File: config.mk
export PLATFORM = sky130hd
export DESIGN_NAME = cpusc_host
export DESIGN_NICKNAME = d
export VERILOG_FILES = /design/src/hw/cpusc_pkg.sv /design/src/hw/cpusc_cyc_if.sv /design/src/hw/cpusc_status_enc.sv /design/src/hw/cpusc_host.sv
export SDC_FILE = /design/constraint.sdc
export NUM_CORES = 1
export LEC_CHECK = 0
export ABC_AREA = 1
export BUFFER_PORTS_ARGS = -buffer_cell sky130_fd_sc_hd__buf_2
export CORE_MARGIN = 4
export CORE_UTILIZATION = 54
export CTS_CLUSTER_DIAMETER = 60
export CTS_CLUSTER_SIZE = 10
export DETAILED_ROUTE_END_ITERATION = 8
export GPL_TIMING_DRIVEN = 1
export PLACE_DENSITY = 0.79
export SLEW_MARGIN = 5
export SYNTH_ARGS = -nofsm -noshare
export SYNTH_HDL_FRONTEND = slang
export SYNTH_SLANG_ARGS = --single-unit
File: constraint.sdc
create_clock -name clk -period 2.48 [get_ports clk]
set_input_delay 0.248 -clock clk [delete_from_list [all_inputs] [get_ports clk]]
set_output_delay 0.248 -clock clk [all_outputs]
set_load 0.01 [all_outputs]
File: src/hw/cpusc_pkg.sv
// Purpose: constants and types for the processor-side bus cycle driver
// Assumes: clk at 20 MHz (50 ns); cycle counts derived from the controller's least times
// Notes: status bytes below are what the controller latches on the strobe
package cpusc_pkg;

  // status bit positions
  localparam int unsigned BIT_INT_ACK = 0;
  localparam int unsigned BIT_WRITE_OUTPUT_N = 1;
  localparam int unsigned BIT_STACK = 2;
  localparam int unsigned BIT_HALT_ACK = 3;
  localparam int unsigned BIT_OUTPUT = 4;
  localparam int unsigned BIT_OPCODE_FETCH = 5;
  localparam int unsigned BIT_INPUT_CYCLE = 6;
  localparam int unsigned BIT_MEM_READ = 7;

  // status bytes per machine cycle
  localparam logic [7:0] STS_FETCH = 8'hA2;
  localparam logic [7:0] STS_MEM_RD = 8'h82;
  localparam logic [7:0] STS_MEM_WR = 8'h00;
  localparam logic [7:0] STS_STK_RD = 8'h86;
  localparam logic [7:0] STS_STK_WR = 8'h04;
  localparam logic [7:0] STS_IN_RD = 8'h42;
  localparam logic [7:0] STS_OUT_WR = 8'h10;
  localparam logic [7:0] STS_INT_ACK = 8'h23;
  localparam logic [7:0] STS_HALT_ACK = 8'h8A;
  localparam logic [7:0] STS_INT_ACK_HALT = 8'h2B;

  // opcode the controller inserts in single-vector mode
  localparam logic [7:0] RESTART7_OPCODE = 8'hFF;

  // timing in ns, and cycles derived from the clock
  localparam int CLK_PERIOD_NS = 50;
  localparam int STS_SETUP_NS = 12;
  localparam int STROBE_WIDTH_NS = 22;
  localparam int STS_HOLD_NS = 5;
  localparam int READ_ENABLE_NS = 45;
  localparam int READ_PASS_NS = 30;
  localparam int WRITE_CTRL_NS = 45;
  // least times round up, never below one cycle
  localparam int SETUP_CYC = (STS_SETUP_NS + CLK_PERIOD_NS - 1) / CLK_PERIOD_NS;
  localparam int STROBE_CYC = (STROBE_WIDTH_NS + CLK_PERIOD_NS - 1) / CLK_PERIOD_NS;
  localparam int HOLD_CYC = (STS_HOLD_NS + CLK_PERIOD_NS - 1) / CLK_PERIOD_NS;
  localparam int READ_CYC =
    (READ_ENABLE_NS + READ_PASS_NS + CLK_PERIOD_NS - 1) / CLK_PERIOD_NS;
  localparam int WRITE_CYC = (WRITE_CTRL_NS + CLK_PERIOD_NS - 1) / CLK_PERIOD_NS;

  typedef enum logic [3:0] {
    CYC_FETCH,
    CYC_MEM_RD,
    CYC_MEM_WR,
    CYC_STK_RD,
    CYC_STK_WR,
    CYC_IN_RD,
    CYC_OUT_WR,
    CYC_INT_ACK,
    CYC_HALT_ACK,
    CYC_INT_ACK_HALT
  } cpusc_cycle_e;

  typedef enum logic [2:0] {
    ST_IDLE,
    ST_SETUP,
    ST_STROBE,
    ST_HOLD,
    ST_XFER,
    ST_GAP,
    ST_DMA
  } cpusc_state_e;

endpackage : cpusc_pkg

File: src/hw/cpusc_cyc_if.sv
// Purpose: carries a cycle kind to the status encoder and its decode back
// Assumes: purely combinational between the two modules
// Notes: none
`timescale 1ns/1ps
interface cpusc_cyc_if;
  cpusc_pkg::cpusc_cycle_e kind;
  logic [7:0] status;
  logic is_read;
  logic is_write;
  modport enc (input kind, output status, output is_read, output is_write);
  modport ctl (output kind, input status, input is_read, input is_write);
endinterface : cpusc_cyc_if

File: src/hw/cpusc_status_enc.sv
// Purpose: map a machine-cycle kind to its status byte and transfer direction
// Assumes: kind is one of the enum values
// Notes: halt acknowledge carries no data phase
`timescale 1ns/1ps
module cpusc_status_enc (
  cpusc_cyc_if.enc cyc
);
  logic [7:0] status_w;

  // status byte table
  always_comb begin
    unique case (cyc.kind)
      cpusc_pkg::CYC_FETCH: status_w = cpusc_pkg::STS_FETCH;
      cpusc_pkg::CYC_MEM_RD: status_w = cpusc_pkg::STS_MEM_RD;
      cpusc_pkg::CYC_MEM_WR: status_w = cpusc_pkg::STS_MEM_WR;
      cpusc_pkg::CYC_STK_RD: status_w = cpusc_pkg::STS_STK_RD;
      cpusc_pkg::CYC_STK_WR: status_w = cpusc_pkg::STS_STK_WR;
      cpusc_pkg::CYC_IN_RD: status_w = cpusc_pkg::STS_IN_RD;
      cpusc_pkg::CYC_OUT_WR: status_w = cpusc_pkg::STS_OUT_WR;
      cpusc_pkg::CYC_INT_ACK: status_w = cpusc_pkg::STS_INT_ACK;
      cpusc_pkg::CYC_HALT_ACK: status_w = cpusc_pkg::STS_HALT_ACK;
      cpusc_pkg::CYC_INT_ACK_HALT: status_w = cpusc_pkg::STS_INT_ACK_HALT;
      default: status_w = cpusc_pkg::STS_HALT_ACK; // illegal code: no data phase
    endcase
  end

  // direction from the write/output bit; halt alone moves no data
  assign cyc.status = status_w;
  assign cyc.is_write = ~status_w[cpusc_pkg::BIT_WRITE_OUTPUT_N];
  assign cyc.is_read = status_w[cpusc_pkg::BIT_WRITE_OUTPUT_N] &
    ~(status_w[cpusc_pkg::BIT_HALT_ACK] & ~status_w[cpusc_pkg::BIT_INT_ACK]);

endmodule : cpusc_status_enc

File: src/hw/cpusc_host.sv
// Purpose: processor-side driver of the system controller's pins
// Assumes: pins sampled synchronously to clk; one command at a time
// Notes: runs status, strobe, hold, then a data-in or write phase, none for halt acknowledge
`timescale 1ns/1ps
module cpusc_host #(
  parameter int STROBE_CYCLES = cpusc_pkg::STROBE_CYC,
  parameter int READ_CYCLES = cpusc_pkg::READ_CYC,
  parameter int WRITE_CYCLES = cpusc_pkg::WRITE_CYC
) (
  input wire logic clk,
  input wire logic arst_n,
  input wire logic cmd_valid,
  output logic cmd_ready,
  input wire cpusc_pkg::cpusc_cycle_e cmd_kind,
  input wire logic [7:0] cmd_wdata,
  input wire logic [1:0] cmd_bytes,
  output logic rsp_valid,
  output logic [7:0] rsp_rdata,
  input wire logic dma_req,
  output logic dma_granted,
  output logic status_strobe_n,
  output logic cpu_data_in_strobe,
  output logic cpu_write_strobe_n,
  output logic hold_acknowledge_in,
  output logic bus_float_control,
  output logic [7:0] cpu_side_data_o,
  output logic cpu_side_data_oe,
  input wire logic [7:0] cpu_side_data_i
);
  cpusc_pkg::cpusc_state_e state_r, state_nxt;
  cpusc_pkg::cpusc_cycle_e kind_r, kind_nxt;
  logic [2:0] cnt_r, cnt_nxt;
  logic [1:0] left_r, left_nxt;
  logic [7:0] wdata_r, wdata_nxt;
  logic [7:0] dout_r, dout_nxt;
  logic oe_r, oe_nxt;
  logic status_strobe_n_n_r, status_strobe_n_n_nxt;
  logic cpu_data_in_strobe_r, cpu_data_in_strobe_nxt;
  logic wr_n_r, wr_n_nxt;
  logic float_r, float_nxt;
  logic rsp_r, rsp_nxt;
  logic [7:0] rdata_r, rdata_nxt;
  logic cnt_done;
  logic is_int_ack;
  logic [1:0] bytes_eff;

  cpusc_cyc_if cyc ();

  cpusc_status_enc u_enc (
    .cyc(cyc.enc)
  );

  // encoder looks at the command in idle and the held kind afterwards
  assign cyc.kind = (state_r == cpusc_pkg::ST_IDLE) ? cmd_kind : kind_r;
  assign cnt_done = (cnt_r == 3'h0);
  assign is_int_ack = cyc.status[cpusc_pkg::BIT_INT_ACK];
  assign bytes_eff = (cmd_bytes == 2'h0) ? 2'h1 : cmd_bytes;
  // no new cycle while the bus is handed away
  assign cmd_ready = (state_r == cpusc_pkg::ST_IDLE) & ~dma_req;

  // next-state and pin sequencing
  always_comb begin
    state_nxt = state_r;
    kind_nxt = kind_r;
    cnt_nxt = cnt_done ? 3'h0 : cnt_r - 3'h1;
    left_nxt = left_r;
    wdata_nxt = wdata_r;
    dout_nxt = dout_r;
    oe_nxt = oe_r;
    status_strobe_n_n_nxt = status_strobe_n_n_r;
    cpu_data_in_strobe_nxt = cpu_data_in_strobe_r;
    wr_n_nxt = wr_n_r;
    float_nxt = float_r;
    rsp_nxt = 1'b0;
    rdata_nxt = rdata_r;
    unique case (state_r)
      cpusc_pkg::ST_IDLE: begin
        if (dma_req) begin
          float_nxt = 1'b1;
          oe_nxt = 1'b0;
          state_nxt = cpusc_pkg::ST_DMA;
        end else if (cmd_valid) begin
          kind_nxt = cmd_kind;
          wdata_nxt = cmd_wdata;
          left_nxt = bytes_eff;
          dout_nxt = cyc.status;
          oe_nxt = 1'b1;
          cnt_nxt = 3'(cpusc_pkg::SETUP_CYC - 1);
          state_nxt = cpusc_pkg::ST_SETUP;
        end
      end
      cpusc_pkg::ST_SETUP: begin
        // status must be stable before the strobe falls
        if (cnt_done) begin
          status_strobe_n_n_nxt = 1'b0;
          cnt_nxt = 3'(STROBE_CYCLES - 1);
          state_nxt = cpusc_pkg::ST_STROBE;
        end
      end
      cpusc_pkg::ST_STROBE: begin
        if (cnt_done) begin
          status_strobe_n_n_nxt = 1'b1;
          cnt_nxt = 3'(cpusc_pkg::HOLD_CYC - 1);
          state_nxt = cpusc_pkg::ST_HOLD;
        end
      end
      cpusc_pkg::ST_HOLD: begin
        // status held past the strobe, then the data phase
        if (cnt_done) begin
          if (cyc.is_read) begin
            oe_nxt = 1'b0;
            cpu_data_in_strobe_nxt = 1'b1;
            cnt_nxt = 3'(READ_CYCLES - 1);
            state_nxt = cpusc_pkg::ST_XFER;
          end else if (cyc.is_write) begin
            dout_nxt = wdata_r;
            wr_n_nxt = 1'b0;
            cnt_nxt = 3'(WRITE_CYCLES - 1);
            state_nxt = cpusc_pkg::ST_XFER;
          end else begin
            oe_nxt = 1'b0;
            rsp_nxt = 1'b1;
            rdata_nxt = 8'h00;
            state_nxt = cpusc_pkg::ST_IDLE;
          end
        end
      end
      cpusc_pkg::ST_XFER: begin
        if (cnt_done) begin
          if (cpu_data_in_strobe_r) begin
            // sample at the end of data-in; the vector or restart byte arrives here
            rdata_nxt = cpu_side_data_i;
            cpu_data_in_strobe_nxt = 1'b0;
            rsp_nxt = 1'b1;
            left_nxt = left_r - 2'h1;
            state_nxt = (is_int_ack && left_r > 2'h1) ?
              cpusc_pkg::ST_GAP : cpusc_pkg::ST_IDLE;
          end else begin
            wr_n_nxt = 1'b1;
            state_nxt = cpusc_pkg::ST_GAP;
          end
        end
      end
      cpusc_pkg::ST_GAP: begin
        // after a write: data held one cycle past the strobe edge
        // between acknowledge bytes: data-in drops so each byte gets its own pulse
        if (wr_n_r && !is_int_ack) begin
          oe_nxt = 1'b0;
          rsp_nxt = 1'b1;
          rdata_nxt = 8'h00;
          state_nxt = cpusc_pkg::ST_IDLE;
        end else begin
          cpu_data_in_strobe_nxt = 1'b1;
          cnt_nxt = 3'(READ_CYCLES - 1);
          state_nxt = cpusc_pkg::ST_XFER;
        end
      end
      cpusc_pkg::ST_DMA: begin
        // bus given away; controller outputs float while this is high
        if (!dma_req) begin
          float_nxt = 1'b0;
          state_nxt = cpusc_pkg::ST_IDLE;
        end
      end
      // unused state code: fall back to idle rather than lock up
      default: state_nxt = cpusc_pkg::ST_IDLE;
    endcase
  end

  // state and sequencing registers
  always_ff @(posedge clk or negedge arst_n) begin
    if (!arst_n) begin
      state_r <= cpusc_pkg::ST_IDLE;
      kind_r <= cpusc_pkg::CYC_FETCH;
      cnt_r <= 3'h0;
      left_r <= 2'h0;
      wdata_r <= 8'h00;
      rdata_r <= 8'h00;
      rsp_r <= 1'b0;
    end else begin
      state_r <= state_nxt;
      kind_r <= kind_nxt;
      cnt_r <= cnt_nxt;
      left_r <= left_nxt;
      wdata_r <= wdata_nxt;
      rdata_r <= rdata_nxt;
      rsp_r <= rsp_nxt;
    end
  end

  // pin registers, all idle-inactive after reset
  always_ff @(posedge clk or negedge arst_n) begin
    if (!arst_n) begin
      dout_r <= 8'h00;
      oe_r <= 1'b0;
      status_strobe_n_n_r <= 1'b1;
      cpu_data_in_strobe_r <= 1'b0;
      wr_n_r <= 1'b1;
      float_r <= 1'b0;
    end else begin
      dout_r <= dout_nxt;
      oe_r <= oe_nxt;
      status_strobe_n_n_r <= status_strobe_n_n_nxt;
      cpu_data_in_strobe_r <= cpu_data_in_strobe_nxt;
      wr_n_r <= wr_n_nxt;
      float_r <= float_nxt;
    end
  end

  // hold acknowledge follows the float request, gating the memory read strobe off
  assign hold_acknowledge_in = float_r;
  assign bus_float_control = float_r;
  assign dma_granted = float_r;
  assign status_strobe_n = status_strobe_n_n_r;
  assign cpu_data_in_strobe = cpu_data_in_strobe_r;
  assign cpu_write_strobe_n = wr_n_r;
  assign cpu_side_data_o = dout_r;
  assign cpu_side_data_oe = oe_r;
  assign rsp_valid = rsp_r;
  assign rsp_rdata = rdata_r;

endmodule : cpusc_host

**Yosys cells after proc, flatten, opt, wreduce, memory -nomap -nowiden**

Memory sizes are Yosys's and may differ from the RTL's.
Cells that the tools add are included.
W data, S select, Z words.

- Register bits after elaboration: 42
- Bits in latches: 0
- Bits in writable memories: 0
- Memory bits (read-only): 128
- Input port bits: 26
- Output and inout bits: 25
- Logic and storage cells: 143
- Memories kept: 1

- Add/sub/neg operators: 2
- $mul: 0
- Div/mod/pow operators: 0
- Order comparisons: 1
- Eq/ne operators: 24
- Shift-type cells: 0
- Multiplexer cells: 72
- Bitwise operators: 6
- Reduce and logical (&&, ||, !) cells: 24

Memory list:

| memory | words | width | rd ports | clocked after memory_dff | wr ports | line | RTL |
|---|---|---|---|---|---|---|---|
| (name not given) | 16 | 8 | 1 | 0 | 0 | cpusc_status_enc.sv:12 | `unique case (cyc.kind)` |

Operators with widths:

| cell | count |
|---|---|
| $mux W8 | 11 |
| $mux W3 | 20 |
| $ne A2 B2 Y1 const B | 16 |
| $mux W1 | 24 |
| $pmux W8 S3 | 1 |
| $pmux W3 S7 | 1 |
| $reduce_and A6 Y1 | 3 |
| $pmux W8 S2 | 1 |
| $reduce_and A5 Y1 | 3 |
| $pmux W3 S4 | 1 |
| $mux W2 | 5 |
| $reduce_bool A2 Y1 | 5 |
| $eq A3 B3 Y1 const B | 3 |
| $pmux W1 S3 | 3 |
| $reduce_and A3 Y1 | 3 |
| $reduce_and A7 Y1 | 1 |
| $eq A3 B2 Y1 const B | 2 |
| $logic_not A3 Y1 | 2 |
| $ne A3 B3 Y1 const B | 2 |
| $pmux W1 S2 | 3 |
| $reduce_bool A3 Y1 | 2 |
| $mux W4 | 1 |
| $pmux W2 S2 | 1 |
| $and A1 B1 Y1 | 3 |
| 9 further kinds | 12 |

**Logic depth before layout (Yosys ltp)**

Gate-level depths: netlist (run 1).
An unclocked memory read counts as a cell.

- Depth in word-level cells: 10
- Gate-level depth with buffers: 14
- Mapped depth without buffers: 12

**By module**

Synthesis (run 1) repeated with hierarchy kept, for this count alone.

- Cell total of the unflattened synthesis: 353
- Area, all modules: 2622.5 um2

Modules (own cells, without submodules):

| module | instances | cells an instance | area an instance (um2) | seq. area each (um2) |
|---|---|---|---|---|
| cpusc_host | 1 | 320 | 2467.4 | 1053.5 |
| cpusc_status_enc | 1 | 33 | 155.1 | 0.0 |

**Least setup slack after synthesis (run 1)**

OpenSTA, ideal clock, no wires.

- Kind: reg-to-reg
- Start: reg state_r[1]
- End: reg left_r[0]
- Library setup time: 0.125 ns
- Arrival time: 1.657 ns
- Data required time: 2.355 ns
- Path slack: 0.698 ns
- Stages on the path, launching flop included: 9
- Path buffers: 1
- Period minus slack after synthesis: 1.782 ns
- Cell sequence: dfrtp_1 > nor2_4 > nand2_4 > buf_6 > nor2_1 > nand2_2 > nand2_1 > nand2_1 > mux2_2

- Cells in the longest elaborated chain, start to end: 3
- Elaborated cells between the ends (all ways): 9
- Those cells by class: 5 x eq/ne; 1 x mux; 3 x reduce/logical

Ends and longest elaborated chain:

| item | line | RTL |
|---|---|---|
| start: declaration | cpusc_host.sv:30 | `cpusc_pkg::cpusc_state_e state_r, state_nxt;` |
| start signal: assignment | cpusc_host.sv:173 | `state_r <= cpusc_pkg::ST_IDLE;` |
| start signal: assignment | cpusc_host.sv:181 | `state_r <= state_nxt;` |
| $eq A3 B3 Y1 or $logic_not A3 Y1 (tied branches) | cpusc_host.sv:76 | `unique case (state_r)` |
| $ne A2 B2 Y1 (no line) or $reduce_bool A2 Y1 (tied branches) | - |  |
| $reduce_and A5 Y1 (no line) | - |  |
| end signal: assignment | cpusc_host.sv:184 | `left_r <= left_nxt;` |
| end: declaration | cpusc_host.sv:33 | `logic [1:0] left_r, left_nxt;` |

Parallel ways exist; a longest one is shown, timed or not.
A chain may end at the register's enable or synchronous reset.

**Final worst setup path (run 1)**

- Start: reg state_r[2]
- End: reg rdata_r[3] (netlist: rsp_rdata[3])

- Cells in the longest elaborated chain, start to end: 9
- Elaborated cells between the ends (all ways): 21
- Those cells by class: 9 x eq/ne; 2 x mux; 4 x bitwise; 5 x reduce/logical; 1 x memory

Ends and longest elaborated chain:

| item | line | RTL |
|---|---|---|
| $logic_not A3 Y1 | cpusc_host.sv:54 | `assign cyc.kind = (state_r == cpusc_pkg::ST_IDLE) ? cmd_kind : kind_r;` |
| $mux W4 | cpusc_host.sv:54 |  |
| $mem_v2 Z16 W8 | - |  |
| $not A1 Y1 | cpusc_status_enc.sv:31 | `~(status_w[cpusc_pkg::BIT_HALT_ACK] & ~status_w[cpusc_pkg::BIT_INT_ACK]);` |
| $and A1 B1 Y1 | cpusc_status_enc.sv:31 |  |
| $not A1 Y1 | cpusc_status_enc.sv:31 |  |
| $and A1 B1 Y1 | cpusc_status_enc.sv:30 | `assign cyc.is_read = status_w[cpusc_pkg::BIT_WRITE_OUTPUT_N] &` |
| $ne A2 B2 Y1 (no line) | - |  |
| $reduce_and A7 Y1 (no line) | - |  |
| end signal: assignment | cpusc_host.sv:186 | `rdata_r <= rdata_nxt;` |
| end: declaration | cpusc_host.sv:42 | `logic [7:0] rdata_r, rdata_nxt;` |

Parallel ways exist; a longest one is shown, timed or not.

==> metrics.yaml, run 1 <==
status: "complete, no violations"
timing.slew.headroom_pct: 38.82
pwr-share-comb_pct: 56.0
die_x_um: 74.28
setup_viol: 0
synth_common_cells: "104 x nand2_1, 40 x dfrtp_1, 28 x nor2_1"
cts_buffers: 5
avgViaCountPerCell: 5.077
start_util_pct: 57.65
dr.pass1.iters: 4
clk_latency_ps: 300
yosysWarnings: 0
synth.avg_cell_area_sq_um: 7.804
drt_wl_total_um: 5115
pwr-share-seq_pct: 31.9
cts.sinks: 42
layout_min_cycle_time_ps: 2056
p_sw_share_pct: 48.02
post-synth-top-count-cell: "nand2_1"
ys_seq_area_share_pct: 44.41
post_dp_cell_area_sq_um: 2618
clkPwrFrac_pct: 12.2
grt_overflow_total: 0
cts.path.max_buffers: 2
syn-num-nets: 333
grt_pass1_wl_um: 8521
vdd_drop_max_uv: 677.7
clk_pin_slew_ps: 80
drc_errors: 0
dp_hpwl_um: 3753
slew_violations: 0
synth_top_cell_by_area: "dfrtp_1"
placed_cells: 396
io_buffers: 50
final_area_sq_um: 2709
crit_fanout: 17
synth_area_sq_um: 2372
core_area_sq_um: 4115
wire_per_inst_um: 12.66
hold_viol: 0
cap_violations: 0
power.internal_mw: 1.914
final_util_pct: 65.83
worstRegToRegCells: 11
p_sw_mw: 1.768
postCtsSetupBuffers: 0
clock-root-buffer: "clkbuf_8"
min_period_over_period_pct: 82.88
ctsHoldBuffers: 0
ctsResizeCount: 0
tightest_slew_ps: 917.7
num_vias: 2051
tns_ps: 0
synth_edf_count: 0
worstPathRequired_ps: 2700
setup.worst_path.end_class: "flip-flop"
crit_path_start_kind: "flip-flop"
power_density_nw_per_um2: 1359
crit_arrival_ps: 2280
yosysTopAreaCellShare_pct: 42.19
synth-seq-cells: 42
antenna_found_initial: 0
hold_path.class: "input pin to asynchronous set/reset pin"
rsz0062_at_grt: "no"
dieArea_sq_um: 5518
drt_iter0_drc: 127
syn_inst: 304
drtAntennaViolNets: 0
layout.nets: 382
die_y_um: 74.28
r2r_slack_ps: 420
diodes: 0
grt_pass1_vias: 1933
grt_max_degree: 43
area_delta_synth_final_pct: 14.19
fp-row-count: 23
p_leak_nw: 1.475
synth_ff_type: "dfrtp_1"
skew_ps: 11.00
synth_area_leaders: "dfrtp_1 42%, nand2_1 16%, nor2_1 4.4%"
cts_tree: "done"
async_flop_share_pct: 100.0
ys_types: 27
layout-drive-gt1-share_pct: 27.12
ioPinCount: 51
gp_congestion: 0.8263
worstSetupPathType: "flip-flop to flip-flop"
grt_use_total_pct: 20.09
htreeDepth: 2
max_clock_freq_mhz: 486.5
finalNonFillerCells: 404
worst max-delay path, stage by stage, from the launching register on:
cell and delay [ps]:
dfrtp_1 420, inv_2 190, nand2_1 130, nor2_4 330, nand2_1 190, nand2_1 100
inv_1 70, nand3_1 90, a21oi_2 50, nand2_4 230, nand2_1 120, o21ai_2 70
path summary, 6_finish.rpt:
check	start	endpoint
worst min register to register	cpu_side_data_o[3]	cpu_side_data_o[3]
worst min-delay path	arst_n	wdata_r[2]
worst max-delay path	state_r[2]	rsp_rdata[3]
max in group asynchronous	arst_n	left_r[1]
worst max register to register	state_r[2]	rsp_rdata[3]
min in group clk	cmd_wdata[1]	wdata_r[1]
stage by stage:
step / worst slack (ps) / power [mW] / hold slack [ps]
detailed placement: 482.8 / 3.228 / 434.5
global placement: 529.2 / 3.178 / 431.3
finish: 424.5 / 3.683 / 85.21
floorplan: 697.9 / 2.804 / -47.59
CTS: 435.6 / 3.696 / 107.5
global route: 251.4 / 4.028 / 138.8
layout by cell type, fill, tap and decap left out:
| master | count |
|---|---|
| o21ai_1 | 4 |
| nand3_2 | 2 |
| nand4_2 | 1 |
| a21oi_1 | 9 |
| nand2_1 | 104 |
| clkbuf_8 | 6 |
| nor2_4 | 2 |
| dfrtp_1 | 40 |
| mux2_2 | 1 |
| buf_4 | 1 |
| nand2_2 | 5 |
| nor3_1 | 2 |
| nand4_1 | 2 |
| inv_1 | 25 |
| dfstp_2 | 2 |
| clkinv_2 | 1 |
| o22ai_1 | 2 |
| nand3_1 | 17 |
| o21ai_2 | 11 |
| nor2_1 | 28 |
| inv_2 | 4 |
| buf_2 | 50 |
| ha_1 | 3 |
| nand3b_1 | 3 |
| o21ai_0 | 18 |
| nand2_4 | 9 |
| clkbuf_1 | 1 |
| a21oi_2 | 1 |
cell type report:
cell class	count	area (sq um)
inverter	29	108.9
timing repair buffer	51	257.7
clock inverter	1	5.005
tap	50	62.56
clock buffer	7	86.33
multi-input combinational	224	1135
sequential	42	1054
fill	376	1406
metal layers:
layer	wire length (um)	share of wire, %	GRT usage [%]
met1	2392	47	26.66
met2	2384	47	32.28
met3	281	5.5	4.865
met4	57	1.1	7.115
met5	0	0	0
kinds of logic (layout without fill, tap and decap cells):
logic type,after synthesis,in the layout,synth area share [%]
compound gates,45,45,11.50
simple gates,175,175,34.28
mux,1,1,0.4746
buf+inv,38,88,7.753
fa+ha+maj,3,3,1.582
flops,42,42,44.41
sequential cells by signal (all words and copies together), names as in the netlist:
signal and cells:
rsp_valid 1, cpu_write_strobe_n 1, cnt_r 3, bus_float_control 1, cpu_side_data_oe 1, state_r 3, cpu_data_in_strobe 1, status_strobe_n 1
left_r 2, rsp_rdata 8, wdata_r 8, cpu_side_data_o 8, kind_r 4
power groups by stage:
stage / Combinational [mW] / Clock (mW) / Sequential [mW]
after global routing: 2.32 / 0.496 / 1.21
after floorplan: 1.56 / 0 / 1.24
after detailed placement: 2.04 / 0 / 1.19
after CTS: 2.06 / 0.461 / 1.18
final: 2.06 / 0.448 / 1.17
after global placement: 2.00 / 0 / 1.18
Note: power is estimated with default switching activity, not from simulation.
==> run 2: changes to the inputs <==
--- a/config.mk
+++ b/config.mk
@@ -5,15 +5,15 @@
 export SDC_FILE = /design/constraint.sdc
 export NUM_CORES = 1
 export LEC_CHECK = 0
-export ABC_AREA = 1
+export ABC_AREA = 0
 export BUFFER_PORTS_ARGS = -buffer_cell sky130_fd_sc_hd__buf_2
 export CORE_MARGIN = 4
-export CORE_UTILIZATION = 54
+export CORE_UTILIZATION = 55
 export CTS_CLUSTER_DIAMETER = 60
 export CTS_CLUSTER_SIZE = 10
 export DETAILED_ROUTE_END_ITERATION = 8
 export GPL_TIMING_DRIVEN = 1
-export PLACE_DENSITY = 0.79
+export PLACE_DENSITY = 0.8
 export SLEW_MARGIN = 5
 export SYNTH_ARGS = -nofsm -noshare
 export SYNTH_HDL_FRONTEND = slang
==> constraint.sdc (replaced) <==
create_clock -name clk -period 2 [get_ports clk]
set_input_delay 0.2 -clock clk [delete_from_list [all_inputs] [get_ports clk]]
set_output_delay 0.2 -clock clk [all_outputs]
set_load 0.01 [all_outputs]
==> metrics.yaml, run 2 <==
p_leak_nw: 1.361  # -7.7%
gp_congestion: 0.9374  # +13%
status: "complete, no violations"
syn_inst: 268  # -12%
layout-drive-gt1-share_pct: 33.23  # +6.1 points
setup_viol: 0  # unchanged
skew_ps: 13.54  # +2.544 ps
max_clock_freq_mhz: 519.0  # +6.7%
slew_violations: 0  # unchanged
layout.nets: 353  # -7.6%
crit_fanout: 9  # -8
ys_seq_area_share_pct: 43.14  # -1.3 points
final_common_cell: "buf_2"
grt_overflow_total: 0  # unchanged
yosysTopAreaCellShare_pct: 40.98  # -1.2 points
grt_pass1_wl_um: 9839  # +15%
crit_path_start_kind: "flip-flop"
clk_pin_slew_ps: 90  # about the same
core_area_sq_um: 4144  # +0.70%
vdd_drop_max_uv: 797.8  # +18%
synth_area_sq_um: 2442  # +3.0%
hold_viol: 0  # unchanged
slowest_delay_ps: 500  # +80 ps
rsz0062_at_grt: "no"
drc_errors: 0  # unchanged
clock-root-buffer: "clkbuf_8"
min_period_over_period_pct: 96.34  # +13 points
cts.path.max_buffers: 2  # unchanged
synth_common_cells: "40 x dfrtp_1, 32 x nand2_1, 27 x nor2_1"
die_y_um: 74.64  # +0.48%
synth_ff_type: "dfrtp_1"
fillers: 324  # -14%
dieArea_sq_um: 5570  # +0.96%
ioPinCount: 51  # unchanged
dr.pass1.iters: 6  # +2
start_util_pct: 58.94  # +1.3 points
synth_area_leaders: "dfrtp_1 41%, mux2_2 6.0%, nand2_1 4.9%"
layout_min_cycle_time_ps: 1927  # -128.7 ps
tns_ps: 0  # unchanged
hold_path.class: "input pin to flip-flop"
yosysWarnings: 0  # unchanged
ys_types: 52  # +93%
fp-row-count: 23  # unchanged
crit_slowest_cell: "or3b_2"
drt_wl_total_um: 5742  # +12%
hold_depth: 2
cts_tree: "done"
path_cells: "or3b_2, nand2_1, nor2_1, a311o_2, mux2i_2"
wire_per_inst_um: 15.31  # +21%
syn-num-nets: 297  # -11%
drtAntennaViolNets: 0  # unchanged
cts.sinks: 42  # unchanged
timing.slew.headroom_pct: 64.36  # +26 points
htreeDepth: 2  # unchanged
worstPathRequired_ps: 2170  # -530 ps
synth-seq-cells: 42  # unchanged
grt_max_degree: 43  # unchanged
num_vias: 2144  # +4.5%
synth_top_cell_by_area: "dfrtp_1"
worstSetupPathType: "flip-flop to flip-flop"
power_mw: 4.630  # +26%
grt_use_total_pct: 23.03  # +2.9 points
area_delta_synth_final_pct: 21.87
synth.avg_cell_area_sq_um: 9.113  # +17%
final_area_sq_um: 2977  # +9.9%
synth_edf_count: 0  # unchanged
clk_latency_ps: 300  # about the same
post-synth-top-count-cell: "dfrtp_1"
tightest_slew_ps: 534.6  # -383.1 ps
antenna_found_initial: 0  # unchanged
cts_buffers: 5  # unchanged
dp_hpwl_um: 4050  # +7.9%
async_flop_share_pct: 100.0  # unchanged
cap_violations: 0  # unchanged
power_density_nw_per_um2: 1555  # +14%
diodes: 0  # unchanged
setup.worst_path.end_class: "flip-flop"
io_buffers: 50  # unchanged
final_cell_mix: "50 x buf_2, 39 x dfrtp_1, 32 x nand2_1, 27 x nor2_1, 22 x buf_4"
avgViaCountPerCell: 5.717  # +13%
die_x_um: 74.64  # +0.48%
worstRegToRegCells: 5  # -6
crit_arrival_ps: 2100  # -180 ps
drt_iter0_drc: 214  # +69%
post_dp_cell_area_sq_um: 2799  # +6.9%
grt_pass1_vias: 2058  # +6.5%
## run 2: cell types whose count changed after synthesis, sizes merged, moves of 5 or more
cell    change
clkbuf     +11
nand3      -17
inv        -13
nand2      -86
mux2       +12
a21oi       +9
nor2b       +5
o21ai      -17
mux2i      +10
## run 2: repair_timing
action | 4_1_cts | 5_1_grt
hold endpoints to repair | 40 | 0
setup buffers | 0 | 0
hold buffers | 1 | 0
gates resized for setup | 1 | 6
pin swaps | 0 | 1
setup endpoints to repair | 8 | 12
## run 2: kinds of logic after synthesis
logic type / Yosys count / share of synthesized area [%]
AND/OR/NAND/NOR: 93 / 19.01
AO/OA/AOI/OAI: 64 / 16.65
flip-flops: 42 / 43.14
buffers and inverters: 40 / 7.428
multiplexers: 24 / 11.53
adder cells (fa/ha/maj): 3 / 1.537
XOR/XNOR: 2 / 0.7173
## run 2: final cells by class
| cell class | count | area, sq um | share of cell area [%] |
|---|---|---|---|
| multi-input cells | 186 | 1236 | 41.53 |
| flip-flops and latches | 42 | 1055 | 35.44 |
| clock inverters | 3 | 68.82 | 2.312 |
| repair buffers | 73 | 425.4 | 14.29 |
| inverters | 16 | 60.06 | 2.018 |
| well taps | 50 | 62.56 | 2.102 |
| clock buffers | 5 | 68.82 | 2.312 |
## run 2: through the flow
step                instances  hold slack [ps]  setup WS (ps)  util [%]
floorplan                 268           -95.59          130.2         -
global placement          366            300.4          62.34     67.54
detailed placement        366            303.2         -28.10     67.54
CTS                       375            119.4          75.39     71.14
global route              375            122.2          9.602     71.83
finish                    375            119.7          73.16     71.83
## run 2: critical path, delay by kind of cell (launching register included)
family | cells | cell delay [ps]
flops | 1 | 440
simple gates | 3 | 720
mux | 1 | 200
compound gates | 1 | 440
## run 2: worst paths after layout
kind                            startpoint              end  slack [ps]
hold / removal                cmd_wdata[5]       wdata_r[5]         120
setup reg to reg                 kind_r[2]     rsp_rdata[1]          70
max in group asynchronous           arst_n       state_r[0]        1120
hold reg to reg            status_strobe_n  status_strobe_n         480
min in group asynchronous           arst_n        kind_r[3]         470
setup / recovery                 kind_r[2]     rsp_rdata[1]          70
## run 2: routing by layer
layer,global-route usage [%],wire (um),part of all wire [%]
met1,33.59,2502,44
met5,0,0,0
met3,4.940,542,9.4
met2,34.93,2588,45
met4,6.522,108,1.9
## run 2: report_power, final
group | total, mW | leakage (nW) | internal [mW] | switching [mW]
Sequential | 1.50 | 0.516 | 1.22 | 0.281
Combinational | 2.31 | 0.777 | 1.08 | 1.23
Clock | 0.813 | 0.0683 | 0.500 | 0.313
==> run 3: changes to the inputs <==
--- a/config.mk
+++ b/config.mk
@@ -7,6 +7,7 @@
 export LEC_CHECK = 0
 export ABC_AREA = 0
 export BUFFER_PORTS_ARGS = -buffer_cell sky130_fd_sc_hd__buf_2
+export CORE_ASPECT_RATIO = 1.2
 export CORE_MARGIN = 4
 export CORE_UTILIZATION = 55
 export CTS_CLUSTER_DIAMETER = 60
==> metrics.yaml, run 3 (synthesized netlist as in run 2, its figures left out) <==
status: "complete, no violations"
diodes: 0  # unchanged
dr.pass1.iters: 4  # -2
hold_viol: 0  # unchanged
drt_wl_total_um: 5839  # +1.7%
num_vias: 2142  # -0.093%
r2r-end: "rsp_rdata[4]"
start_util_pct: 57.31  # -1.6 points
worstSetupPathType: "flip-flop to flip-flop"
ioPinCount: 51  # unchanged
post_dp_cell_area_sq_um: 2804  # +0.18%
postCtsSetupBuffers: 0  # unchanged
dieArea_sq_um: 5575  # about the same
hold_path_startpoint: "cmd_wdata[1]"
io_buffers: 50  # unchanged
hold_path.class: "input pin to flip-flop"
drtAntennaViolNets: 0  # unchanged
htreeDepth: 2  # unchanged
final_common_cell: "buf_2"
core_area_sq_um: 4262  # +2.8%
tns_ps: 0  # unchanged
die_y_um: 81.00  # +8.5%
drc_errors: 0  # unchanged
r2r_slack_ps: 120  # +40 ps
timing.slew.headroom_pct: 64.31  # about the same
cts_buffers: 5  # unchanged
skew_ps: 6.078  # -7.467 ps
clk_latency_ps: 290  # about the same
tightest_slew_ps: 535.3  # +0.6624 ps
layout.nets: 351  # -0.57%
wire_per_inst_um: 15.41  # +0.62%
layout-drive-gt1-share_pct: 31.27  # -2.0 points
fp-row-count: 26  # +13%
fillers: 372  # +15%
grt_overflow_total: 0  # unchanged
hold_ws_ps: 133.0  # +13.21 ps
final_util_pct: 68.73  # -3.1 points
cts_tree: "done"
power_density_nw_per_um2: 1514  # -2.6%
hold_depth: 2  # unchanged
final_area_sq_um: 2929  # -1.6%
cap_violations: 0  # unchanged
setup_viol: 0  # unchanged
vdd_drop_max_uv: 812.3  # +1.8%
cts.path.max_buffers: 2  # unchanged
min_period_over_period_pct: 94.17  # -2.2 points
slew_violations: 0  # unchanged
die_x_um: 68.83  # -7.8%
avgViaCountPerCell: 5.652  # -1.1%
rsz0062_at_grt: "no"
drt_iter0_drc: 87  # -59%
setup.worst_path.end_class: "flip-flop"
hold_end: "wdata_r[1]"
r2r-start: "kind_r[2]"
grt_max_degree: 43  # unchanged
grt_pass1_wl_um: 9611  # -2.3%
grt_pass1_vias: 2082  # +1.2%
crit_arrival_ps: 2100  # about the same
max_clock_freq_mhz: 531.0  # +2.3%
p_leak_nw: 1.327  # -2.5%
final_cell_mix: "50 x buf_2, 40 x dfrtp_1, 32 x nand2_1, 26 x nor2_1"
path_cells: "or3b_2, nand2_1, nor2_1, a311o_1, buf_12, mux2i_1"
dp_hpwl_um: 4409  # +8.9%
clk_pin_slew_ps: 80  # about the same
clock-root-buffer: "clkbuf_8"
cts.sinks: 42  # unchanged
crit_path_start_kind: "flip-flop"
area_delta_synth_final_pct: 19.93
worstPathRequired_ps: 2210  # +40 ps
grt_use_total_pct: 23.14  # +0.11 points
crit_fanout: 9  # unchanged
crit_slowest_cell: "or3b_2"
antenna_found_initial: 0  # unchanged
slowest_delay_ps: 510  # about the same
gp_congestion: 0.8997  # -4.0%
worstRegToRegCells: 6  # +1
layout_min_cycle_time_ps: 1883  # -43.43 ps
-- run 3: worst max-delay path by stage --
stage,from,endpoint,slack [ps],cells after the start
3_3_place_gp,state_r[0],cnt_r[2],170,6
3_5_place_dp,state_r[2],rsp_rdata[4],140,7
6_report,kind_r[2],rsp_rdata[4],120,6
4_1_cts,state_r[2],rsp_rdata[4],110,7
5_1_grt,cnt_r[1],cpu_data_in_strobe,20,8
2_1_floorplan,state_r[1],cpu_side_data_o[7],130,6
-- run 3: critical path: cells and delay by family (launching register included) --
family                 cells  cell delay, ps
buffers and inverters      1             160
AO/OA/AOI/OAI              1             350
AND/OR/NAND/NOR            3             690
flip-flops                 1             430
multiplexers               1             160
-- run 3: timing repair --
| item | in CTS | in global routing |
|---|---|---|
| endpoints found under the setup margin | 0 | 1 |
| hold buffers | 1 | 0 |
| gates resized for setup | 0 | 2 |
| hold endpoints to repair | 40 | 0 |
-- run 3: through the flow --
step                total power, mW  std cells  setup WS [ps]
floorplan                     3.038        268          130.2
global placement              3.698        370          169.1
detailed placement            3.770        370          137.9
CTS                           4.449        379          112.9
global route                  4.790        379          21.80
finish                        4.436        379          116.6
-- run 3: cell type report --
| class | instances | area, sq um | share of cell area [%] |
|---|---|---|---|
| clock buffer | 6 | 72.57 | 2.478 |
| clock inverter | 2 | 37.54 | 1.282 |
| inverter | 16 | 60.06 | 2.050 |
| multi-input combinational | 186 | 1212 | 41.39 |
| sequential | 42 | 1054 | 35.97 |
| tap | 56 | 70.07 | 2.392 |
| timing repair buffer | 71 | 422.9 | 14.44 |
-- run 3: power breakdown --
| group | switching [mW] | internal (mW) | leakage, nW |
|---|---|---|---|
| Combinational | 1.23 | 1.07 | 0.759 |
| Sequential | 0.258 | 1.22 | 0.517 |
| Clock | 0.290 | 0.372 | 0.0514 |
-- run 3: routing by layer --
| layer | routed length (um) | global-route usage [%] | part of all wire (%) | vias to the layer above |
|---|---|---|---|---|
| met5 | 0 | 0 | 0 | - |
| li1 | - | - | - | 1031 |
| met4 | 121 | 8.967 | 2.1 | 0 |
| met1 | 2391 | 29.01 | 41 | 1007 |
| met2 | 2934 | 38.97 | 50 | 91 |
| met3 | 392 | 4.288 | 6.7 | 13 |
